## src/sram_ctl_consts.vh

```
// Purpose: Shared constants for the interleaved burst memory controller
// Assumes: Included by the controller only; the write FIFO takes its sizes as parameters
// Notes:   Definitions only, no logic
`ifndef SRAM_CTL_CONSTS_VH
`define SRAM_CTL_CONSTS_VH

// ----------------------------------------------------------------
// Controller states
// ----------------------------------------------------------------
`define ST_IDLE       2'h0
`define ST_INSTR_ACC  2'h1
`define ST_DATA_ACC   2'h2

// ----------------------------------------------------------------
// Address fields
// ----------------------------------------------------------------
// Word counter field of the byte address
`define CNT_FIELD_LSB 2
`define CNT_FIELD_MSB 9
// Block select field
`define BLK_FIELD_LSB 10
`define BLK_FIELD_MSB 31

// ----------------------------------------------------------------
// Reset values and counter step
// ----------------------------------------------------------------
`define CNT_RST       8'h00
`define BANK_ADDR_RST 7'h00
`define CNT_ONE       8'h01

// ----------------------------------------------------------------
// Buffer defaults
// ----------------------------------------------------------------
`define WFIFO_DEPTH   16
`define WFIFO_AW      4

`endif

```

## src/burst_write_fifo.v

```verilog
// Purpose: Write-word buffer between bus capture and memory write port
// Assumes: Single clock, synchronous active-high reset
// Notes:   Read data come from a head register in front of the array
`timescale 1ns/1ps
`default_nettype none

module burst_write_fifo #(
  parameter WIDTH = 40,
  parameter DEPTH = 16,
  parameter AW    = 4
) (
  // Clock and reset
  input  wire             clk_i,
  input  wire             srst_i,
  // Fill side
  input  wire             in_valid_i,
  output wire             in_ready_o,
  input  wire [WIDTH-1:0] in_data_i,
  // Drain side
  output wire             out_valid_o,
  input  wire             out_ready_i,
  output wire [WIDTH-1:0] out_data_o
);

  // ----------------------------------------------------------------
  // Storage and pointers
  // ----------------------------------------------------------------
  reg [WIDTH-1:0] mem_r [0:DEPTH-1]; // Word array
  reg [AW-1:0]    wptr_r;            // Fill pointer
  reg [AW-1:0]    rptr_r;            // Drain pointer
  reg [AW:0]      cnt_r;             // Occupancy with head, one bit wider
  reg [WIDTH-1:0] head_r;            // Head word, registered
  reg             head_v_r;          // Head word present
  wire            push;
  wire            pop;
  wire            arr_empty;         // No word behind the head
  wire            head_free;         // Head may take a new word
  wire            from_arr;          // Head refilled from the array
  wire            bypass;            // Head refilled from the fill side
  wire            to_arr;            // Word parked in the array

  // Full from the total count, so the head stage adds no room
  assign in_ready_o  = (cnt_r != DEPTH[AW:0]);
  assign out_valid_o = head_v_r;
  assign push        = in_valid_i & in_ready_o;
  assign pop         = head_v_r & out_ready_i;
  assign out_data_o  = head_r;
  assign arr_empty   = (cnt_r == {{AW{1'b0}}, head_v_r});
  assign head_free   = ~head_v_r | pop;
  assign from_arr    = head_free & ~arr_empty;
  // Empty array and free head: word goes straight to the head, no added latency
  assign bypass      = head_free & arr_empty & push;
  assign to_arr      = push & ~bypass;

  // Array write, no reset needed for data
  always @(posedge clk_i)
  begin
    if (to_arr)
    begin
      mem_r[wptr_r] <= in_data_i;
    end
  end

  // Head register, so read data always leave a flip-flop
  always @(posedge clk_i)
  begin
    if (srst_i)
    begin
      head_r   <= {WIDTH{1'b0}};
      head_v_r <= 1'b0;
    end
    else if (from_arr)
    begin
      // Oldest parked word moves up
      head_r   <= mem_r[rptr_r];
      head_v_r <= 1'b1;
    end
    else if (bypass)
    begin
      head_r   <= in_data_i;
      head_v_r <= 1'b1;
    end
    else if (pop)
    begin
      head_v_r <= 1'b0;
    end
  end

  // Pointer and count update
  always @(posedge clk_i)
  begin
    if (srst_i)
    begin
      wptr_r <= {AW{1'b0}};
      rptr_r <= {AW{1'b0}};
      cnt_r  <= {(AW+1){1'b0}};
    end
    else
    begin
      if (to_arr)
      begin
        wptr_r <= wptr_r + 1'b1;
      end
      if (from_arr)
      begin
        rptr_r <= rptr_r + 1'b1;
      end
      // Simultaneous push and pop leave the count alone
      if (push & ~pop)
      begin
        cnt_r <= cnt_r + 1'b1;
      end
      else if (pop & ~push)
      begin
        cnt_r <= cnt_r - 1'b1;
      end
    end
  end

endmodule // burst_write_fifo
`default_nettype wire

```

## src/interleaved_sram_burst_control.v

```verilog
// Purpose: Burst controller for a two-bank odd/even interleaved memory
// Assumes: Instruction and data requests share one address bus
// Notes:   Write words are buffered before the memory write port
//
// Behaviour
// - Instruction hit raises selected same cycle
// - Decode cycle asserts counter load
// - First read word ends third cycle
// - Advance when delayed burst and ack
// - Ready with every valid read word
// - Bank enables alternate, even first from an even start
// - Eight-bit counter, upper seven address memory
// - Delayed burst low drops ready
// - Suspension holds counter, no advance
// - Resumption restores ready and counting
// - Odd start reverses order, even bumped
// - Write words taken one cycle earlier
// - Writes enable data registers, write enables
// - Data hit raises data selected
// - Data access preempts instruction burst
// - Preempt cycle gives last word, loads
// - Non-burst data access moves one word
// - Request without burst returns to idle
// - Re-entry acks, counts, word next cycle
// - Data-only use ties instruction inputs off
`timescale 1ns/1ps
`default_nettype none
`include "sram_ctl_consts.vh"

module interleaved_sram_burst_control #(
  parameter          DW        = 32,
  parameter          DATA_ONLY = 0,
  parameter [21:0]   BLK_BASE  = 22'h00_0000
) (
  // Clock and reset
  input  wire          clk_i,
  input  wire          srst_i,
  // Processor address and direction
  input  wire [31:0]   addr_i,
  input  wire          rw_i,
  input  wire [DW-1:0] wdata_i,
  // Processor requests
  input  wire          instr_request_i,
  input  wire          instr_burst_request_i,
  input  wire          data_request_i,
  input  wire          data_burst_request_i,
  // Decode results
  output wire          instr_block_selected_o,
  output wire          data_block_selected_o,
  // Responses
  output wire          instr_burst_ack_o,
  output wire          data_burst_ack_o,
  output wire          instr_ready_o,
  output wire          data_ready_o,
  // Counter control
  output wire          counter_load_o,
  output wire          counter_advance_o,
  // Bank read side
  output wire          instr_even_bank_out_enable_o,
  output wire          instr_odd_bank_out_enable_o,
  output wire          data_even_bank_out_enable_o,
  output wire          data_odd_bank_out_enable_o,
  output reg  [6:0]    even_bank_addr_o,
  output reg  [6:0]    odd_bank_addr_o,
  // Bank write side
  output wire          write_data_reg_enable_even_o,
  output wire          write_data_reg_enable_odd_o,
  output wire          write_enable_even_o,
  output wire          write_enable_odd_o,
  output reg  [6:0]    write_addr_o,
  output reg  [DW-1:0] write_data_o,
  input  wire          write_ready_i
);

  // ----------------------------------------------------------------
  // Block decode
  // ----------------------------------------------------------------
  // Shared by both request paths
  function in_block;
    input [31:0] a;
    begin
      in_block = (a[`BLK_FIELD_MSB:`BLK_FIELD_LSB] == BLK_BASE);
    end
  endfunction

  localparam FW = DW + 8; // Buffered word: bank, address, data

  // Qualified instruction inputs
  wire instr_request;
  wire instr_burst_request;
  assign instr_request  = (DATA_ONLY == 0) & instr_request_i;
  assign instr_burst_request = (DATA_ONLY == 0) & instr_burst_request_i;

  wire isel; // Instruction hit
  wire dsel; // Data hit
  assign isel = instr_request & in_block(addr_i);
  assign dsel = data_request_i & in_block(addr_i);

  assign instr_block_selected_o = isel;
  assign data_block_selected_o  = dsel;

  // ----------------------------------------------------------------
  // State and bookkeeping registers
  // ----------------------------------------------------------------
  reg [1:0] state_r;   // Access state
  reg [1:0] state_nxt; // Next access state
  reg       instr_burst_request_delayed_r; // Instruction burst request, delayed
  reg       data_burst_request_d_r; // Data burst request, delayed
  reg [7:0] cnt_r;     // Memory address counter
  reg [7:0] cnt_nxt;   // Next counter value
  reg [7:0] wptr_r;    // Word now on the bus
  reg       rw_r;      // Direction of current access
  reg       primed_r;  // First access cycle has passed
  reg       first_r;   // First word still pending

  wire iacc;
  wire dacc;
  wire acc;
  wire breq_now;
  wire breq_d;
  wire preempt;
  wire load;
  wire adv;
  wire rd_word;
  wire take;
  wire xfer;
  wire done;
  wire fifo_in_ready;

  assign iacc = (state_r == `ST_INSTR_ACC);
  assign dacc = (state_r == `ST_DATA_ACC);
  assign acc  = iacc | dacc;

  // Burst request of the running access
  assign breq_now = dacc ? data_burst_request_i : instr_burst_request;
  assign breq_d   = dacc ? data_burst_request_d_r : instr_burst_request_delayed_r;

  assign preempt = iacc & dsel;

  assign load = ((state_r == `ST_IDLE) & (isel | dsel)) | preempt;

  // advance on delayed burst and ack
  assign adv = acc & breq_d & ~load;

  // first read word after priming cycle
  assign rd_word = acc & rw_r & primed_r & (first_r | breq_d);

  // write word one cycle before a read
  // Full buffer stalls the word and its ready
  assign take = acc & ~rw_r & (first_r | breq_d) & fifo_in_ready;
  assign xfer = rd_word | take;

  // exit once no further burst word is due
  // One quiet request cycle is a suspension; a second ends the burst
  assign done = ~breq_now & ~breq_d & (xfer | ~first_r);

  // ----------------------------------------------------------------
  // Response outputs
  // ----------------------------------------------------------------
  assign instr_burst_ack_o = iacc;
  assign data_burst_ack_o  = dacc;
  assign counter_load_o    = load;
  assign counter_advance_o = adv;

  assign instr_ready_o = iacc & rd_word;
  assign data_ready_o  = dacc & xfer;

  // odd start enables odd bank first
  assign instr_even_bank_out_enable_o = iacc & rd_word & ~wptr_r[0];
  assign instr_odd_bank_out_enable_o  = iacc & rd_word & wptr_r[0];
  assign data_even_bank_out_enable_o  = dacc & rd_word & ~wptr_r[0];
  assign data_odd_bank_out_enable_o   = dacc & rd_word & wptr_r[0];

  assign write_data_reg_enable_even_o = take & ~wptr_r[0];
  assign write_data_reg_enable_odd_o  = take & wptr_r[0];

  // ----------------------------------------------------------------
  // Next state
  // ----------------------------------------------------------------
  // Data wins when both sides hit in the same cycle
  always @*
  begin
    state_nxt = state_r;
    case (state_r)
      `ST_IDLE:
      begin
        // Decode straight into the matching access
        if (dsel)
        begin
          state_nxt = `ST_DATA_ACC;
        end
        else if (isel)
        begin
          state_nxt = `ST_INSTR_ACC;
        end
      end
      `ST_INSTR_ACC:
      begin
        // ack drops as data takes over
        if (preempt)
        begin
          state_nxt = `ST_DATA_ACC;
        end
        else if (done)
        begin
          state_nxt = `ST_IDLE;
        end
      end
      `ST_DATA_ACC:
      begin
        // back to idle after last word
        if (done)
        begin
          state_nxt = `ST_IDLE;
        end
      end
      default:
      begin
        state_nxt = `ST_IDLE;
      end
    endcase
  end

  // ----------------------------------------------------------------
  // Address counter
  // ----------------------------------------------------------------
  // Load beats advance; the word field is the counter
  always @*
  begin
    cnt_nxt = cnt_r;
    if (load)
    begin
      cnt_nxt = addr_i[`CNT_FIELD_MSB:`CNT_FIELD_LSB];
    end
    else if (adv)
    begin
      cnt_nxt = cnt_r + `CNT_ONE;
    end
  end

  // Bank addresses drawn from the counter
  wire [7:0] cnt_up;
  assign cnt_up = cnt_nxt + `CNT_ONE;

  // ----------------------------------------------------------------
  // Control registers
  // ----------------------------------------------------------------
  // everything idle and cleared on reset
  always @(posedge clk_i)
  begin
    if (srst_i)
    begin
      state_r          <= `ST_IDLE;
      instr_burst_request_delayed_r        <= 1'b0;
      data_burst_request_d_r        <= 1'b0;
      cnt_r            <= `CNT_RST;
      wptr_r           <= `CNT_RST;
      rw_r             <= 1'b0;
      primed_r         <= 1'b0;
      first_r          <= 1'b0;
      even_bank_addr_o <= `BANK_ADDR_RST;
      odd_bank_addr_o  <= `BANK_ADDR_RST;
    end
    else
    begin
      state_r   <= state_nxt;
      // Delayed burst requests, one cycle behind the bus
      instr_burst_request_delayed_r <= instr_burst_request;
      data_burst_request_d_r <= data_burst_request_i;
      cnt_r     <= cnt_nxt;
      // lsb steers, upper seven address memory
      // even bank moves to next even word
      odd_bank_addr_o  <= cnt_nxt[7:1];
      even_bank_addr_o <= cnt_up[7:1];
      if (load)
      begin
        wptr_r   <= addr_i[`CNT_FIELD_MSB:`CNT_FIELD_LSB];
        rw_r     <= rw_i;
        primed_r <= 1'b0;
        first_r  <= 1'b1;
      end
      else
      begin
        // word follows one cycle after re-entry
        if (acc)
        begin
          primed_r <= 1'b1;
        end
        if (xfer)
        begin
          wptr_r  <= wptr_r + `CNT_ONE;
          first_r <= 1'b0;
        end
      end
    end
  end

  // ----------------------------------------------------------------
  // Write buffering
  // ----------------------------------------------------------------
  // Bus captures decoupled from memory write timing
  wire          fifo_out_valid;
  wire [FW-1:0] fifo_out_data;
  wire          drain;
  reg           wv_r;   // Write word held at memory port
  reg           wbank_r; // Bank of held word

  burst_write_fifo #(
    .WIDTH (FW),
    .DEPTH (`WFIFO_DEPTH),
    .AW    (`WFIFO_AW)
  ) u_wfifo (
    .clk_i       (clk_i),
    .srst_i      (srst_i),
    .in_valid_i  (take),
    .in_ready_o  (fifo_in_ready),
    .in_data_i   ({wptr_r[0], wptr_r[7:1], wdata_i}),
    .out_valid_o (fifo_out_valid),
    .out_ready_i (drain),
    .out_data_o  (fifo_out_data)
  );

  // Refill the port stage when empty or accepted
  assign drain = fifo_out_valid & (~wv_r | write_ready_i);

  assign write_enable_even_o = wv_r & ~wbank_r;
  assign write_enable_odd_o  = wv_r & wbank_r;

  // Memory write port stage
  always @(posedge clk_i)
  begin
    if (srst_i)
    begin
      wv_r         <= 1'b0;
      wbank_r      <= 1'b0;
      write_addr_o <= `BANK_ADDR_RST;
      write_data_o <= {DW{1'b0}};
    end
    else if (drain)
    begin
      wv_r         <= 1'b1;
      wbank_r      <= fifo_out_data[FW-1];
      write_addr_o <= fifo_out_data[FW-2:DW];
      write_data_o <= fifo_out_data[DW-1:0];
    end
    else if (write_ready_i)
    begin
      // Held word written, port now empty
      wv_r <= 1'b0;
    end
  end

endmodule // interleaved_sram_burst_control
`default_nettype wire

```

## config.mk

```make
export PLATFORM = sky130hd
export DESIGN_NAME = interleaved_sram_burst_control
export DESIGN_NICKNAME = d
export VERILOG_FILES = /design/src/burst_write_fifo.v /design/src/interleaved_sram_burst_control.v
export VERILOG_INCLUDE_DIRS = /design/src /design/src/src
export SDC_FILE = /design/constraint.sdc
export NUM_CORES = 1
export LEC_CHECK = 0
export ABC_AREA = 1
export ABC_CLOCK_PERIOD_IN_PS = 4850
export BUFFER_PORTS_ARGS = -buffer_cell sky130_fd_sc_hd__buf_2
export CORE_ASPECT_RATIO = 0.5
export CORE_MARGIN = 5
export CORE_UTILIZATION = 50
export DETAILED_ROUTE_END_ITERATION = 6
export GPL_ROUTABILITY_DRIVEN = 0
export HOLD_SLACK_MARGIN = 0.1
export PLACE_DENSITY = 0.67
export SLEW_MARGIN = 20
export SYNTH_ARGS = -nofsm -noshare
export SYNTH_HDL_FRONTEND = slang
export SYNTH_HIERARCHICAL = 1
export SYNTH_SLANG_ARGS = --single-unit
export TNS_END_PERCENT = 1
```

## constraint.sdc

```tcl
create_clock -name clk_i -period 4.85 [get_ports clk_i]
set_clock_uncertainty 0.2 [all_clocks]
set_input_delay 0.485 -clock clk_i [delete_from_list [all_inputs] [get_ports clk_i]]
set_output_delay 0.485 -clock clk_i [all_outputs]
set_load 0.005 [all_outputs]
```

==> results of run 1 <==
==> power by group <==
part,switching [mW],leakage (nW),internal (mW)
registers,0.197,7.07,7.41
clock network,2.39,1.09,3.09
logic,3.08,7.36,1.36
==> per-stage QoR <==
step / utilization / instance area (µm²) / hold WS, ns / instances / setup slack (ns)
after CTS: 0.571 / 37200 / 0.131 / 4400 / 1.13
after global routing: 0.571 / 37200 / 0.202 / 4400 / 0.884
after detailed placement: 0.529 / 34500 / 0.259 / 4220 / 1.15
after floorplan: - / 33000 / 0.235 / 3330 / 0.595
final: 0.571 / 37200 / 0.169 / 4400 / 1.13
after global placement: 0.529 / 34500 / 0.242 / 4220 / 1.26
==> area by class of cell <==
type                            count  area, µm²
Fill cell                        5435      27900
Clock inverter                     30        264
Multi-Input combinational cell   1996       8920
Sequential cell                   769      21800
Timing Repair Buffer              234       1660
Inverter                          387       1460
Clock buffer                      100       1990
Tap cell                          884       1110
==> placed cells by master, fill, tap and decap left out, types with 4 or more instances in the layout <==
| cell type | count |
|---|---|
| sky130_fd_sc_hd__inv_2 | 5 |
| sky130_fd_sc_hd__o21ai_1 | 19 |
| sky130_fd_sc_hd__bufinv_16 | 4 |
| sky130_fd_sc_hd__nand3_1 | 463 |
| sky130_fd_sc_hd__clkbuf_8 | 4 |
| sky130_fd_sc_hd__nand2_1 | 1081 |
| sky130_fd_sc_hd__xnor2_1 | 4 |
| sky130_fd_sc_hd__clkbuf_1 | 22 |
| sky130_fd_sc_hd__a21oi_1 | 62 |
| sky130_fd_sc_hd__or2_0 | 11 |
| sky130_fd_sc_hd__dlygate4sd3_1 | 50 |
| sky130_fd_sc_hd__nor2_1 | 147 |
| sky130_fd_sc_hd__buf_2 | 138 |
| sky130_fd_sc_hd__o21ai_0 | 89 |
| sky130_fd_sc_hd__nand2_2 | 12 |
| sky130_fd_sc_hd__ha_1 | 16 |
| sky130_fd_sc_hd__buf_12 | 10 |
| sky130_fd_sc_hd__clkbuf_16 | 74 |
| sky130_fd_sc_hd__clkinv_2 | 10 |
| sky130_fd_sc_hd__clkinv_1 | 13 |
| sky130_fd_sc_hd__xor2_1 | 8 |
| sky130_fd_sc_hd__or2_2 | 25 |
| sky130_fd_sc_hd__or2_1 | 7 |
| sky130_fd_sc_hd__inv_1 | 376 |
| sky130_fd_sc_hd__edfxtp_1 | 640 |
| sky130_fd_sc_hd__a31oi_1 | 6 |
| sky130_fd_sc_hd__nor2_4 | 20 |
| sky130_fd_sc_hd__nand4_1 | 8 |
| sky130_fd_sc_hd__nand2_4 | 4 |
| sky130_fd_sc_hd__buf_4 | 36 |
| sky130_fd_sc_hd__dfxtp_1 | 125 |
==> kinds of logic after synthesis <==
family | after synthesis | share of synthesized area
AO/OA/AOI/OAI | 181 | 0.0282
adder cells (fa/ha/maj) | 17 | 0.00667
XOR/XNOR | 12 | 0.00318
flip-flops | 769 | 0.660
AND/OR/NAND/NOR | 1786 | 0.228
buffers and inverters | 565 | 0.0733
==> Yosys cell counts, types with 7 or more instances <==
cell type,number,area share
sky130_fd_sc_hd__clkbuf_1,46,0.0052
sky130_fd_sc_hd__nand3_1,463,0.070
sky130_fd_sc_hd__a21oi_1,62,0.0094
sky130_fd_sc_hd__nand2_1,1081,0.12
sky130_fd_sc_hd__xor2_1,8,0.0021
sky130_fd_sc_hd__dfxtp_1,129,0.078
sky130_fd_sc_hd__buf_1,19,0.0022
sky130_fd_sc_hd__or2_0,11,0.0021
sky130_fd_sc_hd__o21ai_0,89,0.013
sky130_fd_sc_hd__edfxtp_1,640,0.58
sky130_fd_sc_hd__or2_1,7,0.0013
sky130_fd_sc_hd__nor2_1,163,0.019
sky130_fd_sc_hd__or2_2,25,0.0047
sky130_fd_sc_hd__buf_6,14,0.0048
sky130_fd_sc_hd__o21ai_1,19,0.0029
sky130_fd_sc_hd__ha_1,16,0.0061
sky130_fd_sc_hd__nand2_2,12,0.0023
sky130_fd_sc_hd__buf_2,77,0.012
sky130_fd_sc_hd__buf_4,21,0.0048
sky130_fd_sc_hd__inv_1,380,0.043
sky130_fd_sc_hd__nand4_1,8,0.0015
==> sequential cells by signal (all words and copies together), names as in the netlist, 2 cells and up, named ones only <==
signal,cells
state_r,2
u_wfifo/cnt_r,5
odd_bank_addr_o,7
even_bank_addr_o,7
u_wfifo/wptr_r,4
write_data_o,32
write_addr_o,7
u_wfifo/mem_r,640
u_wfifo/out_data_o,40
wptr_r,8
u_wfifo/rptr_r,4
==> worst paths after layout <==
path                     start  slack [ns]                  end
max                 state_r[0]        1.13  u_wfifo/mem_r[2][2]
min             data_request_i        0.17           state_r[1]
max reg2reg         state_r[0]        1.13  u_wfifo/mem_r[2][2]
min reg2reg  u_wfifo/rptr_r[3]        0.27            flip-flop
==> worst reg2reg max path, delay by kind of cell, from the launching register on <==
kind                     cells  cell delay [ns]
buffers and inverters        6             1.29
adder cells (fa/ha/maj)      1             0.33
flip-flops                   1             0.34
AND/OR/NAND/NOR              8             1.16
==> per-layer routing <==
metal / track usage / part of all wire / vias to the layer above
met2: 0.359 / 0.46 / 821
met4: 0.0592 / 0.020 / 0
met5: 0 / 0 / -
li1: - / - / 11100
met3: 0.0337 / 0.077 / 102
met1: 0.316 / 0.45 / 11100
==> results.txt, run 1 <==
- Initial antenna violation count: 0
- Bufs and invs on worst path: 6
- The via count of the first global-routing pass is 22.2k.
- Along the worst hold path, the cell count comes to 5.
* DR DRC count: 0
- The die covers 71600 µm².
- In this design, the critical path's most frequently occurring cell is sky130_fd_sc_hd__nand2_1.
* Number of nets in the final layout: 3548
- Setup repair after global routing left no endpoint under its margin.
- Post-synth EDFFs: 640
* Slew @ Worst Pin: 1.07 ns
- Standby leakage power: 15.5 nW
- Global-route wire length before repair: 124000 µm
- Number of buffers created by CTS: 71
- Clock root buffer: sky130_fd_sc_hd__clkbuf_16
* Crit path capture type: flip-flop
- Worst-case vdd ir drop: 0.462 mV
- Share of final-layout standard cells stronger than drive strength 1: 0.104
- The critical path crosses 15 cells after its start point.
- The repair_antennas step left the layout with diodes totalling 0.
- Of all flip-flops after synthesis, the portion carrying an async set or reset was 0.
* WP data arrival: 3.76 ns
- In this run, post-CTS repair resized a total of 0 instances.
- Measured against its own limit, the worst slew margin works out to 0.289.
- Of the available clock period, the critical path in the final layout requires 0.767.
* Cell family contributing the most delay on the critical path: buffers and inverters
- Timing would allow up to 269 MHz.
- Register bit count reported by yosys: 769
* Pwr per Cell Area: 471 nW/µm²
- Number of failing setup endpoints in the final timing report: 0
- Initial core utilization: 0.507
- Clk_lat worst skew: 0.62 ns
- Horizontal die dimension: 373 µm
- Counting distinct cell types in the post-synthesis netlist gives 37.
- Overall routing resource usage: 0.222
- In the final routed layout, each cell accounts on average for 18.1 µm.
- After synthesis the cells add up to 33000 µm².
* Clock tree from TritonCTS: yes
- Row generation in the floorplan step produced 66 rows.
- In this run the remaining antenna-violating nets after routing total 0.
- Height of the chip: 192 µm
- Slowest-stage cell, CP: sky130_fd_sc_hd__buf_4
- Maximum number of pins on one net before global-route repair: 186
* Highest net fanout along the worst path: 40
- Max-cap violations in this run came to 0.
- Hold Crit Class: in2reg
- H-Tree Depth: 3
- Outcome: complete, no violations
- Worst endpoint required time: 4.89 ns
* Reg2Reg Depth: 15
- Clk pin slew, worst setup/hold paths: 0.06 ns
- Number of vias in the routed layout: 23.2k
- In this run the post-CTS setup repair buffer count came out at 0.
* Total count of max-transition violations in the final report: 0
* Warnings from Yosys: 6
- The number of hold violations in the final report came to 0.
- The HPWL after detailed placement is 44100 µm.
- Input and output buffers added on the ports amount to 138.
* Worst path cell trace: inv_1 > ha_1 > inv_2 > nand2_1 > nand2_2 > nand2_1 > nand4_1 > inv_1 > nand2_1 > inv_1 > nand2_1 > inv_1 > nand2_1 > nor2_4 > buf_4
- After layout, the minimum clock period comes to 3.72 ns.
- Per-instance average area after synthesis: 9.91 µm²
- On the worst path, the slowest cell contributes a delay of 0.63 ns.
- The worst setup path is of the reg2reg kind.
- Area of the core: 65200 µm²
- Clock sink count: 769
* Iteration count of the initial detailed-routing pass: 5
- Residual overflow from global routing: 0
- Synthesis produced a netlist whose cell count is 3330.
- The number of nets in the synthesized netlist is 3419.
- Setup TNS: 0 ns
- Iter 0 DRT Violations: 2288
- Post-synth top flop: sky130_fd_sc_hd__edfxtp_1
* Top-level port count: 141
* Maximum clock insertion buffer count: 3
* Wire length reported by the detailed router: 79700 µm
- Of the synthesized area, sequential elements account for 0.660.
* Sort of element at the start of the critical path: flip-flop
- Hold-fix buffers at CTS: 50
- The completed layout was analyzed and its total power is 17.5 mW.
* Vias/cell: 5.27
* Area growth, synth to finish: 12.7%
Power figures use the tool's default switching activity.
==> inputs of run 2 (changes only) <==
ABC_CLOCK_PERIOD_IN_PS = 3800   (was 4850)
clock period = 3.8 ns   (was 4.85 ns; I/O delays follow)
==> run 2 against run 1 <==
Clock power rose by 24%. Critical path depth unchanged. Combinational power is 31% higher. Die area stayed put. Critical path type unchanged. Via count is 0.57% higher. Fmax up 7.1%. Register-to-register slack got worse by 0.80 ns. Sequential share of layout area decreased by 0.27 points. Highest routed layer unchanged. Design area up 0.47%.
==> results.txt, run 2 (synthesized netlist as in run 1, its figures left out) <==
- Outcome: complete, no violations (unchanged).
* Vias in the first global route: 22.3k (was 22.2k)
- The actual transition at the worst max-transition pin was 1.04 ns (was 1.07 ns).
- Worst-case vdd ir drop: 0.561 mV (was 0.462 mV)
- Die area: 71600 µm² (unchanged)
* Number of nets in the final layout: 3559 (was 3548)
- The startpoint of the worst hold path is u_wfifo/rptr_r[3] (was data_request_i).
- # Post-CTS Setup Buffers: 0 (unchanged)
- Instance count on the critical path: 15 (unchanged)
- The cell area power density is 597 nW/µm² (was 471 nW/µm²).
* Clk_lat worst skew: 0.62 ns (about the same)
- Number of failing setup endpoints in the final timing report: 0 (unchanged)
* Clk pin slew, worst setup/hold paths: 0.06 ns (about the same)
* Number of vias in the routed layout: 23.3k (was 23.2k)
* Worst hold slack: 0.259 ns (was 0.169 ns)
- The HPWL after detailed placement came to 46000 µm (was 44100 µm).
* Worst endpoint required time: 3.91 ns (was 4.89 ns)
- Residual overflow from global routing: 0 (unchanged)
* Horizontal die dimension: 373 µm (unchanged)
* Initial core utilization: 0.507 (unchanged)
- Layout Utilization: 0.574 (was 0.571)
- The total of buffers placed on input and output ports was 138 (unchanged).
* Number of non-filler instances in the completed layout: 4411 (was 4400)
* Area growth, synth to finish: 13.3% (was 12.7%)
- Routed Antenna Nets: 0 (unchanged)
- Sort of element at the start of the critical path: flip-flop (unchanged)
- Tightest slew margin relative to the limit: 0.308 (was 0.289)
- Number of cells after detailed placement: 4231 (was 4220)
* Final hold violation count: 0 (unchanged)
* Overall routing resource usage: 0.227 (was 0.222)
* Iteration count of the initial detailed-routing pass: 6 (was 5)
- The arrival time of the worst setup path came to 3.58 ns (was 3.76 ns).
- The most flop-heavy register is u_wfifo/mem_r (unchanged).
- The total buffers and inverters traversed by the critical path came to 6 (unchanged).
* Setup TNS: 0 ns (unchanged)
* Maximum clock insertion buffer count: 3 (unchanged)
* Standby leakage power: 15.6 nW (was 15.5 nW)
- WHS Path Cells: 2 (was 5)
- DR DRC count: 0 (unchanged)
* Achievable frequency: 288 MHz (was 269 MHz)
* Hold Crit Class: reg2reg (was in2reg)
- Wire length reported by the detailed router: 81800 µm (was 79700 µm)
- R2R Path Start: state_r[0] (unchanged)
- Number of flip-flops under the largest register name: 640 (unchanged)
* Final Critical Period: 3.48 ns (was 3.72 ns)
* Post-route fraction of the period consumed by the critical path: 0.915 (was 0.767)
- Leading cell types in the layout, fill and taps excluded: sky130_fd_sc_hd__nand2_1, sky130_fd_sc_hd__edfxtp_1, sky130_fd_sc_hd__nand3_1, sky130_fd_sc_hd__inv_1, sky130_fd_sc_hd__nor2_1 (unchanged)
- Slowest-stage cell, CP: sky130_fd_sc_hd__nor2_4 (was sky130_fd_sc_hd__buf_4)
- The critical setup path kind was reg2reg (unchanged).
- The clock net sink count was 769 (unchanged).
- Number of maximum-capacitance constraint violations: 0 (unchanged)
- The worst slack after detailed placement was 0.287 ns (was 1.15 ns).
* Total count of max-transition violations in the final report: 0 (unchanged)
- Vias/cell: 5.29 (was 5.27)
- The number of core rows is 66 (unchanged).
* Share of final-layout standard cells stronger than drive strength 1: 0.107 (was 0.104)
- The first-iteration detailed-routing DRC count is 2321 (was 2288).
- The average wire per cell in the routed design is 18.6 µm (was 18.1 µm).
- The power after layout came to 22.3 mW (was 17.5 mW).
* Delay of the slowest critical-path stage: 0.49 ns (was 0.63 ns)
* Clock tree from TritonCTS: yes (unchanged)
- The placement-stage cell area came to 34700 µm² (was 34500 µm²).
- The post-layout instance area was 37400 µm² (was 37200 µm²).
- The biggest fanout along the worst timing path was 11 (was 40).
- The critical path capture point type is a flip-flop (unchanged).
- Height of the chip: 192 µm (unchanged)
- Area of the core: 65200 µm² (unchanged)
* Global-route wire length before repair: 126000 µm (was 124000 µm)
- Cell family contributing the most delay on the critical path: simple AND/OR/NAND/NOR gates (was buffers and inverters)
- The endpoint of the lowest-slack register-to-register path was u_wfifo/mem_r[3][25] (was u_wfifo/mem_r[2][2]).
- The internal reg-to-reg setup slack was 0.32 ns (was 1.13 ns).
* Maximum number of pins on one net before global-route repair: 161 (was 186)
- The cell at the root of the clock tree is sky130_fd_sc_hd__clkbuf_16 (unchanged).
* Worst path cell trace: inv_1 > ha_2 > inv_2 > nand2_1 > nand2_2 > nand2_1 > nand4_1 > inv_1 > nand2_1 > inv_1 > nand2_1 > nor2_1 > inv_1 > nor2_4 > buf_4 (was inv_1 > ha_1 > inv_2 > nand2_1 > nand2_2 > nand2_1 > nand4_1 > inv_1 > nand2_1 > inv_1 > nand2_1 > inv_1 > nand2_1 > nor2_4 > buf_4)
* Reg2Reg Depth: 15 (unchanged)
- Most common cell after layout, fill and taps aside: sky130_fd_sc_hd__nand2_1 (unchanged)
- The number of top-level pins is 141 (unchanged).
- Setup repair after global routing missed its margin: no (unchanged).
* Number of buffers created by CTS: 70 (was 71)
- The setup slack of the critical path after layout is 0.325 ns (was 1.13 ns).
* H-Tree Depth: 3 (unchanged)
- The number of antenna violations at the first check in global routing was 0 (unchanged).
[run 2: final cells by class]
cell class              count  area [µm²]
fillers                  5371       27800
repair buffers            246        1920
flip-flops and latches    769       21800
clock inverters            37         287
diodes                      1        2.50
multi-input cells        1996        8920
well taps                 884        1110
clock buffers              91        1880
inverters                 387        1460
[run 2: per-layer routing]
metal,track usage,wire (µm)
met1,0.324,36300
met2,0.361,37400
met3,0.0397,6110
met4,0.0645,2030
met5,0,0
[run 2: where the power goes]
group	internal, mW	switching, mW	total [mW]
clock network	3.73	3.06	6.79
registers	9.46	0.235	9.69
logic	1.81	4.02	5.83
total	15.0	7.31	22.3
[run 2: how the worst max path moves through the flow]
stage                        from                   end  slack [ns]
floorplan           write_ready_i  u_wfifo/mem_r[11][0]       -0.35
global placement       state_r[0]      u_wfifo/cnt_r[4]        0.36
detailed placement     state_r[0]  u_wfifo/mem_r[3][30]        0.29
CTS                    state_r[0]  u_wfifo/mem_r[3][25]        0.25
global route           state_r[0]      u_wfifo/cnt_r[4]        0.05
finish                 state_r[0]  u_wfifo/mem_r[3][25]        0.32
[run 2: worst min-delay path: cells and delay by family (launching register included)]
family,cells,cell delay [ns]
flops,1,0.30
buf+inv,1,0.06
compound gates,1,0.06
[run 2: repair_timing]
item                       in CTS  in global routing
hold endpoints to repair      542                  0
resized for setup               0                  1
hold buffers                   51                  0
setup endpoints to repair       0                  1
